--- src/core/sram_ctl_consts.svh ---
/*
  shared constants of the synchronous burst sram control block.
  assumes inclusion by bare name from the package and the modules.
*/
`ifndef SRAM_CTL_CONSTS_SVH
`define SRAM_CTL_CONSTS_SVH
`define BURST_CNT_W 2
`define BURST_STEP_LAST 2'h3
`define BURST_STEP_RST 2'h0
`define LANE_NONE_N 1'b1
`define PIPE_LAT_CYC 2
`define FLOW_LAT_CYC 1
`endif

--- src/core/sram_ctl_pkg.sv ---
/*
  types for the synchronous burst sram control block.
  assumes the constants header is on the include path.
*/
`include "sram_ctl_consts.svh"
package sram_ctl_pkg;
  typedef enum logic [1:0] {
    ST_DESEL,
    ST_READ,
    ST_WRITE
  } burst_dir_e;
  typedef logic [`BURST_CNT_W-1:0] burst_addr_t;
endpackage

--- src/core/sync_burst_sram_control.sv ---
/*
  command decode and burst control of a synchronous burst sram.
  decodes the sampled control pins into read, write, continue,
  abort, deselect and stall, drives the core address, write lane
  strobes and data bus enable with one or two cycles of latency.
  assumes the memory core and the bidirectional pad sit outside;
  the controller shares sys_clk_i.
*/
// Overview of operation
// - enabled load with read starts read burst
// - advance continues burst, keeps direction
// - read with output enable high: no drive
// - enabled load, write, some lane: write burst
// - write with no lanes is an abort
// - empty write continue stores nothing, still advances
// - inactive chip select on load deselects device
// - continue after deselect stays deselected
// - clock enable high freezes all state
// - stall keeps read bus driven, write floated
// - drivers off during write cycles automatically
// - output enable and sleep act asynchronously
// - sleep floats outputs, ignores other inputs
// - outputs floated from reset onward
// - 2-bit counter on low address bits
// - counter wraps after four accesses
// - burst order pin selects linear or interleaved
// - linear order counts up modulo four
// - latency select: low flow, high pipelined
// - load takes pins, advance uses counter
// - pipelined: two cycle read and write latency
// - flow-through: one cycle shorter latency
// - each low lane strobe writes one lane
`timescale 1ns/10ps
`include "sram_ctl_consts.svh"
module sync_burst_sram_control
  import sram_ctl_pkg::*;
#(
  parameter int ADDR_W = 20,
  parameter int LANES = 4,
  parameter int LANE_W = 9
) (
  input wire logic sys_clk_i,
  input wire logic arst_n_i,
  input wire logic clk_enable_n_i,
  input wire logic advance_load_i,
  input wire logic write_n_i,
  input wire logic [LANES-1:0] lane_strobe_n_i,
  input wire logic chip_select_a_n_i,
  input wire logic chip_select_b_i,
  input wire logic chip_select_c_n_i,
  input wire logic output_enable_n_i,
  input wire logic sleep_request_i,
  input wire logic burst_order_select_i,
  input wire logic latency_select_i,
  input wire logic [ADDR_W-1:0] addr_i,
  input wire logic [LANES*LANE_W-1:0] dq_i,
  input wire logic [LANES*LANE_W-1:0] core_rdata_i,
  output logic [ADDR_W-1:0] core_addr_o,
  output logic core_rd_o,
  output logic [LANES-1:0] core_wr_lane_o,
  output logic [LANES*LANE_W-1:0] core_wdata_o,
  output logic [LANES*LANE_W-1:0] dq_o,
  output logic dq_oe_o,
  output logic sleep_o
);
  localparam int DW = LANES * LANE_W;

  // ---------------------------------------------------------------
  // command decode
  // ---------------------------------------------------------------
  // sleep and output enable are used raw: they act asynchronously
  // on the drivers, so no sampling stages in their path
  logic stall;
  logic selected;
  logic any_lane;
  logic do_load;
  logic do_adv;
  burst_dir_e dir_r;
  burst_dir_e dir_nxt;
  logic [ADDR_W-1:0] hi_addr_r;
  logic [ADDR_W-1:0] hi_addr_nxt;
  burst_addr_t low_addr;
  logic wr_now;
  logic [LANES-1:0] lanes_now;

  // sleep blocks every other input
  assign stall = clk_enable_n_i | sleep_request_i;
  assign selected = !chip_select_a_n_i && chip_select_b_i
                    && !chip_select_c_n_i;
  assign any_lane = |(~lane_strobe_n_i);
  assign do_load = !stall && !advance_load_i;
  assign do_adv = !stall && advance_load_i
                  && (dir_r != ST_DESEL);

  always_comb
  begin
    dir_nxt = dir_r;
    hi_addr_nxt = hi_addr_r;
    if (do_load)
    begin
      if (!selected)
        dir_nxt = ST_DESEL;
      else if (write_n_i)
        dir_nxt = ST_READ;
      else
        dir_nxt = ST_WRITE;
      if (selected)
        hi_addr_nxt = addr_i;
    end
    // continue cycles leave direction as is, chip selects ignored
  end

  always_ff @(posedge sys_clk_i or negedge arst_n_i)
  begin
    if (!arst_n_i)
    begin
      dir_r <= ST_DESEL;
      hi_addr_r <= '0;
    end
    else
    begin
      dir_r <= dir_nxt;
      hi_addr_r <= hi_addr_nxt;
    end
  end

  // ---------------------------------------------------------------
  // burst address counter
  // ---------------------------------------------------------------
  // a load with an abort (no lanes) still loads; harmless since the
  // following continue cycles derive from it consistently
  burst_addr_gen u_burst
  (
    .sys_clk_i(sys_clk_i),
    .arst_n_i(arst_n_i),
    .load_i(do_load && selected),
    .advance_i(do_adv),
    .interleave_i(burst_order_select_i),
    .start_i(addr_i[`BURST_CNT_W-1:0]),
    .addr_o(low_addr)
  );

  // ---------------------------------------------------------------
  // access issue, one cycle after the command edge
  // ---------------------------------------------------------------
  logic issue_rd_r;
  logic issue_rd_nxt;
  logic issue_wr_r;
  logic issue_wr_nxt;
  logic [LANES-1:0] issue_lane_r;
  logic [LANES-1:0] issue_lane_nxt;
  logic [ADDR_W-1:0] iss_addr;

  always_comb
  begin
    issue_rd_nxt = issue_rd_r;
    issue_wr_nxt = issue_wr_r;
    issue_lane_nxt = issue_lane_r;
    if (!stall)
    begin
      issue_rd_nxt = 1'b0;
      issue_wr_nxt = 1'b0;
      issue_lane_nxt = '0;
      if (do_load && selected && write_n_i)
        issue_rd_nxt = 1'b1;
      else if (do_load && selected && any_lane)
      begin
        issue_wr_nxt = 1'b1;
        issue_lane_nxt = ~lane_strobe_n_i;
      end
      else if (do_adv && dir_r == ST_READ)
        issue_rd_nxt = 1'b1;
      else if (do_adv && dir_r == ST_WRITE && any_lane)
      begin
        issue_wr_nxt = 1'b1;
        issue_lane_nxt = ~lane_strobe_n_i;
      end
      // write with no lane: nothing issued, abort
    end
  end

  always_ff @(posedge sys_clk_i or negedge arst_n_i)
  begin
    if (!arst_n_i)
    begin
      issue_rd_r <= 1'b0;
      issue_wr_r <= 1'b0;
      issue_lane_r <= '0;
    end
    else
    begin
      issue_rd_r <= issue_rd_nxt;
      issue_wr_r <= issue_wr_nxt;
      issue_lane_r <= issue_lane_nxt;
    end
  end

  assign iss_addr = {hi_addr_r[ADDR_W-1:`BURST_CNT_W], low_addr};
  assign wr_now = issue_wr_r && !stall;
  assign lanes_now = issue_lane_r;

  // ---------------------------------------------------------------
  // latency pipes for read and write
  // ---------------------------------------------------------------
  // write strobes and address travel together so data arriving at
  // the late edge meets the right lanes and address
  logic wr_vld;
  logic [ADDR_W+LANES-1:0] wr_ctl;
  logic rd_vld;
  logic [DW-1:0] rd_dat;
  logic [ADDR_W+LANES-1:0] wr_ctl_in;

  assign wr_ctl_in = {iss_addr, lanes_now};
  // read access stands through a stall; the pins of the next edge
  // must not cut it short
  assign core_rd_o = issue_rd_r;

  // write pipe delays the command to the data edge
  sram_data_pipe #(.W(ADDR_W + LANES)) u_wr_pipe
  (
    .sys_clk_i(sys_clk_i),
    .arst_n_i(arst_n_i),
    .hold_i(stall),
    .pipelined_i(latency_select_i),
    .vld_i(wr_now),
    .dat_i(wr_ctl_in),
    .vld_o(wr_vld),
    .dat_o(wr_ctl)
  );

  // read data taken from the core in the issue cycle; pipelined registers it one edge later
  sram_data_pipe #(.W(DW)) u_rd_pipe
  (
    .sys_clk_i(sys_clk_i),
    .arst_n_i(arst_n_i),
    .hold_i(stall),
    .pipelined_i(latency_select_i),
    .vld_i(issue_rd_r),
    .dat_i(core_rdata_i),
    .vld_o(rd_vld),
    .dat_o(rd_dat)
  );

  // ---------------------------------------------------------------
  // core write and data bus drivers
  // ---------------------------------------------------------------
  // the write pipe's address overrides the issue address in the
  // write cycle; a real core would port these separately
  // single core port: a late write owns the address in its data cycle,
  // so a read issued in that same cycle would see the write address
  assign core_addr_o = wr_vld ? wr_ctl[ADDR_W+LANES-1:LANES]
                              : iss_addr;
  assign core_wr_lane_o = (wr_vld && !stall)
                          ? wr_ctl[LANES-1:0] : '0;
  assign core_wdata_o = dq_i;
  assign dq_o = rd_dat;
  // rd_vld is cleared by reset so nothing drives before a command;
  // writes never set it, so drivers stay off in write cycles
  assign dq_oe_o = rd_vld && !output_enable_n_i
                   && !sleep_request_i;
  assign sleep_o = sleep_request_i;
endmodule // sync_burst_sram_control

--- src/core/burst_addr_gen.sv ---
/*
  burst address sequencer: 2-bit step counter with linear or
  interleaved order applied to the loaded low address bits.
  assumes load and advance are qualified by the caller.
*/
`timescale 1ns/10ps
`include "sram_ctl_consts.svh"
module burst_addr_gen
  import sram_ctl_pkg::*;
(
  input wire logic sys_clk_i,
  input wire logic arst_n_i,
  input wire logic load_i,
  input wire logic advance_i,
  input wire logic interleave_i,
  input wire burst_addr_t start_i,
  output burst_addr_t addr_o
);
  burst_addr_t base_r;
  burst_addr_t base_nxt;
  burst_addr_t step_r;
  burst_addr_t step_nxt;

  always_comb
  begin
    base_nxt = base_r;
    step_nxt = step_r;
    if (load_i)
    begin
      base_nxt = start_i;
      step_nxt = `BURST_STEP_RST;
    end
    else if (advance_i)
    begin
      // modulo four; fifth access repeats the first
      step_nxt = step_r + 2'h1;
    end
  end

  always_ff @(posedge sys_clk_i or negedge arst_n_i)
  begin
    if (!arst_n_i)
    begin
      base_r <= `BURST_STEP_RST;
      step_r <= `BURST_STEP_RST;
    end
    else
    begin
      base_r <= base_nxt;
      step_r <= step_nxt;
    end
  end

  // linear adds the step, interleaved xors it
  assign addr_o = interleave_i ? (base_r ^ step_r)
                               : burst_addr_t'(base_r + step_r);
endmodule // burst_addr_gen

--- src/core/sram_data_pipe.sv ---
/*
  data latency pipe: passes a strobe and its payload straight through
  (flow-through) or one edge late (pipelined); holds when stalled.
  assumes the caller freezes it on clock-enable stalls.
*/
`timescale 1ns/10ps
module sram_data_pipe #(
  parameter int W = 8
) (
  input wire logic sys_clk_i,
  input wire logic arst_n_i,
  input wire logic hold_i,
  input wire logic pipelined_i,
  input wire logic vld_i,
  input wire logic [W-1:0] dat_i,
  output logic vld_o,
  output logic [W-1:0] dat_o
);
  logic vld_r;
  logic vld_nxt;
  logic [W-1:0] dat_r;
  logic [W-1:0] dat_nxt;

  always_comb
  begin
    vld_nxt = vld_r;
    dat_nxt = dat_r;
    if (!hold_i)
    begin
      vld_nxt = vld_i;
      dat_nxt = dat_i;
    end
  end

  always_ff @(posedge sys_clk_i or negedge arst_n_i)
  begin
    if (!arst_n_i)
    begin
      vld_r <= 1'b0;
      dat_r <= '0;
    end
    else
    begin
      vld_r <= vld_nxt;
      dat_r <= dat_nxt;
    end
  end

  // flow-through must not wait an edge, so the stage is bypassed
  assign vld_o = pipelined_i ? vld_r : vld_i;
  assign dat_o = pipelined_i ? dat_r : dat_i;
endmodule // sram_data_pipe

--- config.mk ---
export PLATFORM = sky130hd
export DESIGN_NAME = sync_burst_sram_control
export DESIGN_NICKNAME = d
export VERILOG_FILES = /design/src/core/sram_ctl_pkg.sv /design/src/core/sync_burst_sram_control.sv /design/src/core/burst_addr_gen.sv /design/src/core/sram_data_pipe.sv
export VERILOG_INCLUDE_DIRS = /design/src /design/src/core
export SDC_FILE = /design/constraint.sdc
export NUM_CORES = 1
export LEC_CHECK = 0
export BUFFER_PORTS_ARGS = -buffer_cell sky130_fd_sc_hd__buf_2
export CAP_MARGIN = 20
export CORE_ASPECT_RATIO = 0.6
export CORE_MARGIN = 5
export CORE_UTILIZATION = 25
export DETAILED_ROUTE_END_ITERATION = 12
export PLACE_DENSITY = 0.52
export SLEW_MARGIN = 10
export SYNTH_ARGS = -nofsm -noshare
export SYNTH_HDL_FRONTEND = slang
export SYNTH_SLANG_ARGS = --single-unit
--- constraint.sdc ---
create_clock -name sys_clk_i -period 2 [get_ports sys_clk_i]
set_clock_uncertainty 0.2 [all_clocks]
set_input_delay 0.4 -clock sys_clk_i [delete_from_list [all_inputs] [get_ports sys_clk_i]]
set_output_delay 0.4 -clock sys_clk_i [all_outputs]
set_load 0.005 [all_outputs]
==> summary.md, run 1 <==
| Metric | Value |
|---|---|
| N_diodes | 0 |
| Routed wire length | 12.0 mm |
| I/O Pins | between 200 and 250 |
| DR WL/cell | 14.7 microns |
| Comb pwr share | 0.212 |
| Layout cell share with drive strength beyond 1 | 0.427 |
| Cell internal pwr | around 3900 uW |
| CTS clock-pin slew for the worst setup and hold paths | ~80 ps |
| First-pass GRT wire length | about 19 mm |
| Post-synth top area cell | dfrtp_1 |
| Final instance area | roughly 0.006 sq mm |
| Crit path DAT | between 1500 and 2000 ps |
| Final nets | between 600 and 700 |
| Clk pwr share | 0.358 |
| Worst hold path class | primary input to flop |
| CP required | approximately 1400 ps |
| Fin util | 0.334 |
| Routability cong. | ~0.8 |
| Die W | approximately 180 microns |
| Rows | 38 |
| Synth warn | 0 |
| Die H | ~110 microns |
| Slew HR | 0.751 |
| #FFs+latches synth | 92 |
| Vias in the first global route | between 3k and 4k |
| Net Switching | ~1500 uW |
| Leak pwr | 0.00311 uW |
| R2r worst-path depth | 3 |
| Area contributors post-synth | dfrtp_1 (50%), nand2_1 (16%), mux2_2 (14%), buf_4 (6.1%), mux2_1 (4.2%) |
| Post-detail-place hpwl | around 8.5 mm |
| Status | finished, violations left |
| Initial Util | 0.254 |
| Net Count, Synth | 574 |
| Initial antenna violation count | 0 |
| FF-to-FF setup slack | between 400 and 500 ps |
| Worst Hold Path EP | u_rd_pipe.dat_r[32] |
| CORE AREA | approximately 0.018 sq mm |
| H-tree depth | 3 |
| Die Footprint | roughly 0.021 sq mm |
| # setup viols final | 24 |
| RSZ-0062 raised after global routing | true |
| PwrDens | 901 mW/mm^2 |
| Fin crit share | 1.05 |
| Non-filler cells, final | just over 800 |
| Num CTS Buffers | 9 |
| Tot GR Track Use | 0.112 |
| Max VDD drop | 0.000356 V |
| Final hold vios | 0 |
| Final number of max-transition violations | 0 |
| Fmax | 474 MHz |
| Area grow syn2layout | 31.5% |
| Min-delay src | core_rdata_i[32] |
| Sw Ratio | 0.273 |
| Port Buffer Count | ~130 |
| DP Cell Count | roughly 800 |
| Max-Cap Viols | 0 |
| Syn Inst Count | ~470 |
| Min cycle time layout | 2110 ps |
| Root Buffer | clkbuf_16 |
| Crit end category | output port |
| # DRC | 0 |
| Slew @ Worst Pin | approximately 370 ps |
| Setup CP Type | flop to output port |
| Syn_area_per_cell | about 9.9 sq um |
| DP Area | between 0.005 and 0.006 sq mm |
| CP max FO | 6 |
| Starting DRT DRC Count | between 100 and 150 |
| DR vias | roughly 3.5k |
| Startpoint class of the critical path | flop |
| TritonCTS clock tree | yes |
| First-pass DRT Iterations | 4 |
| Post-synthesis sequential area ratio | 0.503 |
| Number of unique standard cell types used by synthesis | 33 |
| Failing checks | negative setup slack |
| DRT antenna net count | 0 |
| Hold depth | 3 |
| Max Root-Sink Buffers | 2 |
| Pin count of the biggest net entering global routing | 46 |
| Worst skew pair latency | ~330 ps |
| Clk sink count | slightly above 90 |
| Crit Reg-Reg Endpoint | u_burst.step_r[1] |
| Post-Syn Area | about 0.0046 sq mm |
| Worst reg2reg path startpoint | u_burst.step_r[0] |
| Post-place setup slack | -13.7 ps |
| Setup ws final | -109 ps |
| Sequential Power Share | 0.430 |
| Gr ovfl total | 0 |
| Post-synth top area share | 0.503 |
| DR vias/cell | 4.28 |
[power groups by stage]
stage / sequential (uW) / combinational [uW] / clock (uW)
CTS: 2320 / 1010 / 2020
finish: 2330 / 1150 / 1940
floorplan: 2290 / 586 / 0
global placement: 2350 / 924 / 0
global route: 2370 / 1280 / 2090
detailed placement: 2350 / 952 / 0
[cell type report]
class                      count  area [sq um]
timing repair buffer         159          1070
multi-input combinational    311          2000
sequential                    92          2300
clock inverter                 7           116
inverter                       1          3.75
clock buffer                   9           225
fill                        1862         12000
tap                          240           300
[metrics by stage]
step	TNS, ps	total power, uW	hold slack, ps
global route	-3950	5740	52.5
detailed placement	-78.9	3300	119
finish	-1910	5420	58.1
floorplan	0	2880	-95.6
global placement	-11.4	3270	111
CTS	-3110	5360	43.8
[synth_stat cells]
cell type  instances
a21oi_1            2
a22o_1             2
a22oi_1            4
a31oi_2            1
a41oi_1            1
and2_1             1
buf_2              5
buf_4             37
buf_6              3
clkbuf_1          16
dfrtp_1           92
ha_1               1
inv_1              1
mux2_1            17
mux2_2            58
mux2i_1            1
nand2_1          191
nand3b_1           2
nor2_1             6
nor2_8             1
nor2b_1            2
nor3_1             1
o21ai_0            5
o21ai_1            4
o31ai_1            1
o32a_1             1
or2_2              1
or3_1              3
or3_4              1
or3b_1             1
or3b_2             1
xnor2_1            1
xor2_1             1
[critical path, cell delays in order (launching register included)]
cell and delay [ps]:
dfrtp_1 350, and2_4 200, clkbuf_16 190, mux2_4 310
buf_6 120
[repair_timing]
item / CTS / global route
setup buffers: 0 / 2
endpoints found under the hold margin: 17 / 0
cloned: 1 / 1
hold buffers: 1 / 0
pin swaps: 0 / 4
resized for setup: 19 / 32
endpoints found under the setup margin: 24 / 30
[routing by layer]
| layer | up-vias | routed length (microns) | global-route usage |
|---|---|---|---|
| li1 | 1708 | - | - |
| met1 | 1665 | 6170 | 0.167 |
| met2 | 124 | 4890 | 0.158 |
| met3 | 8 | 943 | 0.0411 |
| met4 | 0 | 39 | 0.0156 |
| met5 | - | 0 | 0 |
[cells by family (layout without fill, tap and decap cells)]
group           count (synthesis)  after routing  share of synthesized area
simple gates                  211            211                      0.186
flops                          92             92                      0.503
mux                            76             76                      0.187
buf+inv                        62            176                     0.0874
compound gates                 21             21                     0.0309
xor+xnor                        2              2                    0.00382
fa+ha+maj                       1              1                    0.00273
[cells in the final DEF, fill, tap and decap left out, types with 2 or more instances in the layout]
| cell type | n |
|---|---|
| buf_6 | 20 |
| a21oi_1 | 2 |
| nand2_1 | 191 |
| a22oi_2 | 4 |
| dfrtp_1 | 92 |
| a22o_1 | 2 |
| mux2_4 | 19 |
| o21ai_1 | 4 |
| mux2_2 | 39 |
| buf_2 | 114 |
| inv_8 | 2 |
| buf_4 | 18 |
| o21ai_0 | 4 |
| inv_6 | 2 |
| mux2_1 | 17 |
| bufinv_16 | 2 |
| clkbuf_16 | 10 |
| or3_1 | 3 |
| nor2_1 | 5 |
| buf_12 | 4 |
| nand3b_1 | 2 |
[how the worst max path moves through the flow]
stage,start,end,slack (ps),cells after the start
final,u_wr_pipe.vld_r,core_addr_o[8],-110,4
after global routing,u_wr_pipe.vld_r,core_addr_o[14],-190,4
after CTS,u_wr_pipe.vld_r,core_addr_o[18],-160,4
after detailed placement,latency_select_i,core_addr_o[18],-10,5
after global placement,latency_select_i,core_addr_o[18],-8,5
after floorplan,latency_select_i,core_addr_o[10],70,4
[sequential cells by signal, summed over array words and instances (netlist names)]
name / flops
u_rd_pipe.dat_r: 36
u_wr_pipe.dat_r: 24
hi_addr_r: 20
issue_lane_r: 4
dir_r: 2
u_burst.step_r: 2
core_rd_o: 1
issue_wr_r: 1
u_rd_pipe.vld_r: 1
u_wr_pipe.vld_r: 1
Power figures use the tool's default switching activity.
==> run 2: changes to the inputs <==
--- a/config.mk
+++ b/config.mk
@@ -13,6 +13,7 @@
 export CORE_UTILIZATION = 25
 export DETAILED_ROUTE_END_ITERATION = 12
 export PLACE_DENSITY = 0.52
+export SETUP_SLACK_MARGIN = 0.4
 export SLEW_MARGIN = 10
 export SYNTH_ARGS = -nofsm -noshare
 export SYNTH_HDL_FRONTEND = slang
==> run 2 against run 1 <==
Compared with the run above:
- the flow still finishes with violations (negative setup slack)
- total power increased by 0.48%
- die area stayed put
- sequential power hardly changed
- non-clock buffer count is 15 higher
- critical endpoint is now core_addr_o[1]
- largest cell class unchanged
==> summary.md, run 2 (synthesis gave the netlist of run 1 again) <==
| Metric | Value |
|---|---|
| FILL cells | approximately 1.8k |
| CP max FO | 2 |
| Num CTS Buffers | 9 |
| Area grow syn2layout | 45.4% |
| Initial antenna violation count | 2 |
| Startpoint class of the critical path | flop |
| Initial Util | 0.254 |
| Non-filler cells, final | around 830 |
| Max Root-Sink Buffers | 2 |
| Clk sink count | about 90 |
| Top flop regs | u_rd_pipe.dat_r (36), u_wr_pipe.dat_r (24), hi_addr_r (20) |
| Starting DRT DRC Count | between 150 and 200 |
| First-pass GRT wire length | 20.1 mm |
| PwrDens | a little over 800 mW/mm^2 |
| Worst hold path class | primary input to flop |
| Setup CP Type | flop to output port |
| Max reg flops | 36 |
| TritonCTS clock tree | yes |
| Die W | 185 microns |
| CP required | 1400 ps |
| H-tree depth | 3 |
| Fin util | 0.370 |
| Post-detail-place hpwl | approximately 9 mm |
| Largest reg by FF count | u_rd_pipe.dat_r |
| DR vias | between 3k and 4k |
| Fmax | 475 MHz |
| DRT antenna net count | 0 |
| Tot GR Track Use | 0.119 |
| Crit end category | output port |
| Pin count of the biggest net entering global routing | 52 |
| Slew HR | 0.690 |
| Failing checks | negative setup slack |
| I/O Pins | between 200 and 250 |
| Setup ws final | -107 ps |
| Leak pwr | 0.00343 uW |
| Rows | 38 |
| Port Buffer Count | between 100 and 150 |
| Vias in the first global route | 3,917 |
| Worst skew pair latency | roughly 340 ps |
| Register area | 0.00230 sq mm |
| Status | finished, violations left |
| Routed wire length | around 13 mm |
| Max VDD drop | ~0.00031 V |
| Gr ovfl total | 0 |
| # setup viols final | 24 |
| Fin crit share | 1.05 |
| Commonest non-fill, non-tap cell in the layout | nand2_1 |
| Die Footprint | between 0.02 and 0.025 sq mm |
| Crit path DAT | about 1500 ps |
| Routability cong. | 0.745 |
| CTS clock-pin slew for the worst setup and hold paths | around 70 ps |
| CORE AREA | between 0.015 and 0.02 sq mm |
| Final nets | 698 |
| DR vias/cell | roughly 4.4 |
| Layout cell share with drive strength beyond 1 | 0.454 |
| Max-Cap Viols | 0 |
| Most frequent cells in the layout | nand2_1 (191), dfrtp_1 (92), buf_2 (76) |
| Area of the multi-input gates | 0.00218 sq mm |
| First-pass DRT Iterations | 4 |
| # DRC | 0 |
| Final number of max-transition violations | 0 |
| Min cycle time layout | 2110 ps |
| Slew @ Worst Pin | around 460 ps |
| RSZ-0062 raised after global routing | true |
| Die H | approximately 110 microns |
| Final hold vios | 0 |
| Root Buffer | clkbuf_16 |
| Post-place setup slack | -3.67 ps |
| Sum of negative setup slack | -1550 ps |
| DR WL/cell | 15.4 microns |
| DP Cell Count | approximately 800 |
| N_diodes | 0 |
==> run 2: cell types whose count changed in the layout (fill, tap and decap cells not counted), moves of 4 or more <==
cell,change
buf_6,+45
buf_2,-38
mux2_4,+37
mux2_2,-36
buf_12,+6
nor2_1,-4
nor2_4,+4
==> run 2: path summary, 6_finish.rpt <==
| kind | start | endpoint | slack, ps | cells past startpoint |
|---|---|---|---|---|
| hold / removal | lane_strobe_n_i[1] | issue_lane_r[1] | 50 | 2 |
| hold reg to reg | u_wr_pipe.dat_r[13] | u_wr_pipe.dat_r[13] | 270 | 2 |
| setup reg to reg | u_burst.step_r[0] | u_burst.step_r[1] | 370 | 4 |
| max in group asynchronous | arst_n_i | u_rd_pipe.dat_r[7] | 690 | 3 |
| setup / recovery | u_burst.step_r[0] | core_addr_o[1] | -110 | 5 |
| min in group asynchronous | arst_n_i | u_wr_pipe.dat_r[19] | 270 | 2 |
==> run 2: per-layer routing <==
metal,track usage,part of all wire
met1,0.156,0.46
met2,0.189,0.46
met5,0,0.0024
met4,0.0269,0.010
met3,0.0433,0.063
==> run 2: what timing repair did <==
item / CTS / global route
hold endpoints to repair: 15 / 0
setup endpoints to repair: 73 / 72
pin swaps: 4 / 3
hold buffers: 1 / 0
setup buffers: 9 / 7
gates cloned: 3 / 1
resized for setup: 84 / 48
==> run 2: power by group <==
part	total (uW)	internal (uW)	leakage (uW)	switching, uW
Combinational	1420	871	0.00211	546
Clock	1700	964	0.000142	740
Sequential	2330	2150	0.00118	181
Total	5450	3980	0.00343	1470
==> run 2: per-stage QoR <==
| step | total power (uW) | instance area, sq um | hold slack, ps |
|---|---|---|---|
| finish | 5450 | 6660 | 47.6 |
| global route | 5780 | 6660 | 35.5 |
| CTS | 5400 | 6350 | 29.1 |
| detailed placement | 3360 | 5510 | 89.1 |
| global placement | 3320 | 5510 | 91.1 |
| floorplan | 2940 | 4770 | -95.6 |
==> run 2: final cells by class <==
cell class	count	share of cell area
sequential	92	0.346
multi-input combinational	311	0.328
timing repair buffer	174	0.237
tap	240	0.0451
clock buffer	9	0.0338
clock inverter	6	0.00977
inverter	1	0.000564
==> run 2: worst max-delay path, cell delays in order (launching register included) <==
cell     delay [ps]
dfrtp_1         400
ha_2            190
nor2b_4         120
xnor2_1         130
o21ai_1         180
buf_2           150
==> run 3: changes to the inputs <==
--- a/config.mk
+++ b/config.mk
@@ -13,6 +13,7 @@
 export CORE_UTILIZATION = 25
 export DETAILED_ROUTE_END_ITERATION = 12
 export PLACE_DENSITY = 0.52
+export REMOVE_ABC_BUFFERS = 1
 export SETUP_SLACK_MARGIN = 0.4
 export SLEW_MARGIN = 10
 export SYNTH_ARGS = -nofsm -noshare
==> run 3 against run 2 <==
Compared with the run above:
- the flow still finishes with violations (negative setup slack)
- non-clock buffer count decreased by 4
- count of clock-buffer cells in the layout up 2
- combinational power shrank 8%
- utilization down 0.92 points
- die area stayed put
- sequential power hardly changed
- final area decreased by 2.5%
- largest cell class unchanged
==> summary.md, run 3 (synthesis gave the netlist of run 1 again) <==
| Metric | Value |
|---|---|
| DRT antenna net count | 0 |
| Slew HR | 0.738 |
| Routed wire length | ~14 mm |
| CTS clock-pin slew for the worst setup and hold paths | around 70 ps |
| Crit path DAT | between 1500 and 2000 ps |
| Non-filler cells, final | 830 |
| Die Footprint | about 0.021 sq mm |
| TritonCTS clock tree | yes |
| Setup ws final | -176 ps |
| Sw Ratio | 0.264 |
| Final nets | 694 |
| Grt met3 use | 0.0522 |
| Cell internal pwr | 4070 uW |
| Crit-path cells | and2_4, buf_12, mux2_2, buf_2 |
| N_diodes | 0 |
| GRT met2 Usage | 0.173 |
| Max reg flops | 36 |
| Crit path max-delay family | flip-flops |
| Die W | about 180 microns |
| Comb pwr share | 0.236 |
| Max-Cap Viols | 0 |
| RSZ-0062 raised after global routing | true |
| DP Cell Count | between 800 and 900 |
| Leak pwr | around 0.0034 uW |
| Setup CP Type | flop to output port |
| Gr ovfl total | 0 |
| Most frequent cells in the layout | nand2_1 (191), dfrtp_1 (91), buf_2 (90) |
| Max Root-Sink Buffers | 2 |
| Clk sink count | between 90 and 100 |
| Slowest CP cell | dfrtp_2 |
| Area grow syn2layout | 41.8% |
| Area of the multi-input gates | about 0.0021 sq mm |
| Die H | about 110 microns |
| Most used routing layer | met1 |
| Port Buffer Count | roughly 130 |
| CORE AREA | 0.0180 sq mm |
| Worst Path Buf+Inv | 2 |
| Max VDD drop | about 0.00048 V |
| Initial antenna violation count | 0 |
| Final instance area | between 0.006 and 0.007 sq mm |
| Layout cell share with drive strength beyond 1 | 0.463 |
| Commonest non-fill, non-tap cell in the layout | nand2_1 |
| # setup viols final | 24 |
| Fmax | ~460 MHz |
| Routability cong. | just under 0.8 |
| Worst hold path class | primary input to flop |
| Failing checks | negative setup slack |
| H-tree depth | 3 |
| Slowest stage delay, CP | 410 ps |
| First-pass GRT wire length | 21.2 mm |
| Pin count of the biggest net entering global routing | 52 |
| Final number of max-transition violations | 0 |
| I/O Pins | just over 200 |
| Root Buffer | clkbuf_16 |
| Vias in the first global route | approximately 3.7k |
| DR vias | 3,634 |
| Register area | 0.00230 sq mm |
| Sequential Power Share | 0.423 |
| CP max FO | 14 |
| Final hold vios | 0 |
| Starting DRT DRC Count | ~120 |
| PnR Total Power | roughly 5500 uW |
| Met1 GRT Util | 0.184 |
| Largest reg by FF count | u_rd_pipe.dat_r |
| # DRC | 0 |
| Sum of negative setup slack | -3480 ps |
| Post-detail-place hpwl | approximately 9.9 mm |
| CP required | 1400 ps |
| Fin crit share | 1.09 |
| Initial Util | 0.254 |
| Num CTS Buffers | 9 |
| Status | finished, violations left |
| Min cycle time layout | approximately 2200 ps |
| PwrDens | ~850 mW/mm^2 |
| Tot GR Track Use | 0.127 |
| First-pass DRT Iterations | 4 |
| Net Switching | about 1500 uW |
| Worst skew pair latency | 340 ps |
| FILL cells | roughly 1.8k |
| Slew @ Worst Pin | around 400 ps |
| Startpoint class of the critical path | flop |
| Crit end category | output port |
| DP Area | ~0.0054 sq mm |
| Clk pwr share | 0.342 |
| Rows | 38 |
| DR vias/cell | roughly 4.4 |
| DR WL/cell | between 15 and 20 microns |
| Top flop regs | u_rd_pipe.dat_r (36), u_wr_pipe.dat_r (24), hi_addr_r (20) |
==> run 3: cell count changes in the layout (fill, tap and decap cells not counted), sizes merged <==
cell and delta:
clkinv -1, clkbuf +3, inv -1, bufinv +1, buf -5
==> run 3: layout make-up <==
class	instances	area share
inverter	1	0.000578
sequential	92	0.355
clock inverter	5	0.0131
clock buffer	11	0.0374
multi-input combinational	311	0.330
timing repair buffer	170	0.218
tap	240	0.0462
==> run 3: per-layer routing <==
| metal | wire (microns) | up-vias |
|---|---|---|
| met2 | 5580 | 136 |
| met3 | 1250 | 12 |
| li1 | - | 1714 |
| met1 | 7250 | 1772 |
| met4 | 149 | 0 |
| met5 | 0 | - |
==> run 3: per-stage QoR <==
stage	hold slack [ps]	util	worst slack, ps
6_report	42.2	0.360	-176
5_1_grt	29.6	0.360	-243
4_1_cts	23.6	0.352	-241
3_5_place_dp	118	0.301	-4.45
3_3_place_gp	113	0.301	17.2
2_1_floorplan	-95.6	-	-937
==> run 3: final timing paths <==
check	start	endpoint	slack [ps]	depth (start not counted)
hold reg to reg	u_wr_pipe.dat_r[6]	u_wr_pipe.dat_r[6]	270	2
min in group asynchronous	arst_n_i	u_wr_pipe.dat_r[4]	300	2
max in group asynchronous	arst_n_i	u_rd_pipe.dat_r[16]	690	3
setup reg to reg	u_burst.step_r[0]	u_burst.step_r[1]	340	4
hold / removal	lane_strobe_n_i[3]	issue_lane_r[3]	40	2
setup / recovery	u_wr_pipe.vld_r	core_addr_o[2]	-180	4
==> run 3: power groups by stage <==
stage          sequential, uW  clock (uW)  combinational [uW]
2_1_floorplan            2290           0                 504
3_3_place_gp             2350           0                 929
3_5_place_dp             2360           0                 958
4_1_cts                  2330        1940                1230
5_1_grt                  2370        2030                1430
6_report                 2340        1890                1300
==> run 3: timing repair <==
action	CTS	global route
gates cloned	1	2
buffers inserted	4	1
hold endpoints to repair	20	0
hold buffers	1	0
pin swaps	1	3
gates resized for setup	114	24
endpoints found under the setup margin	80	65
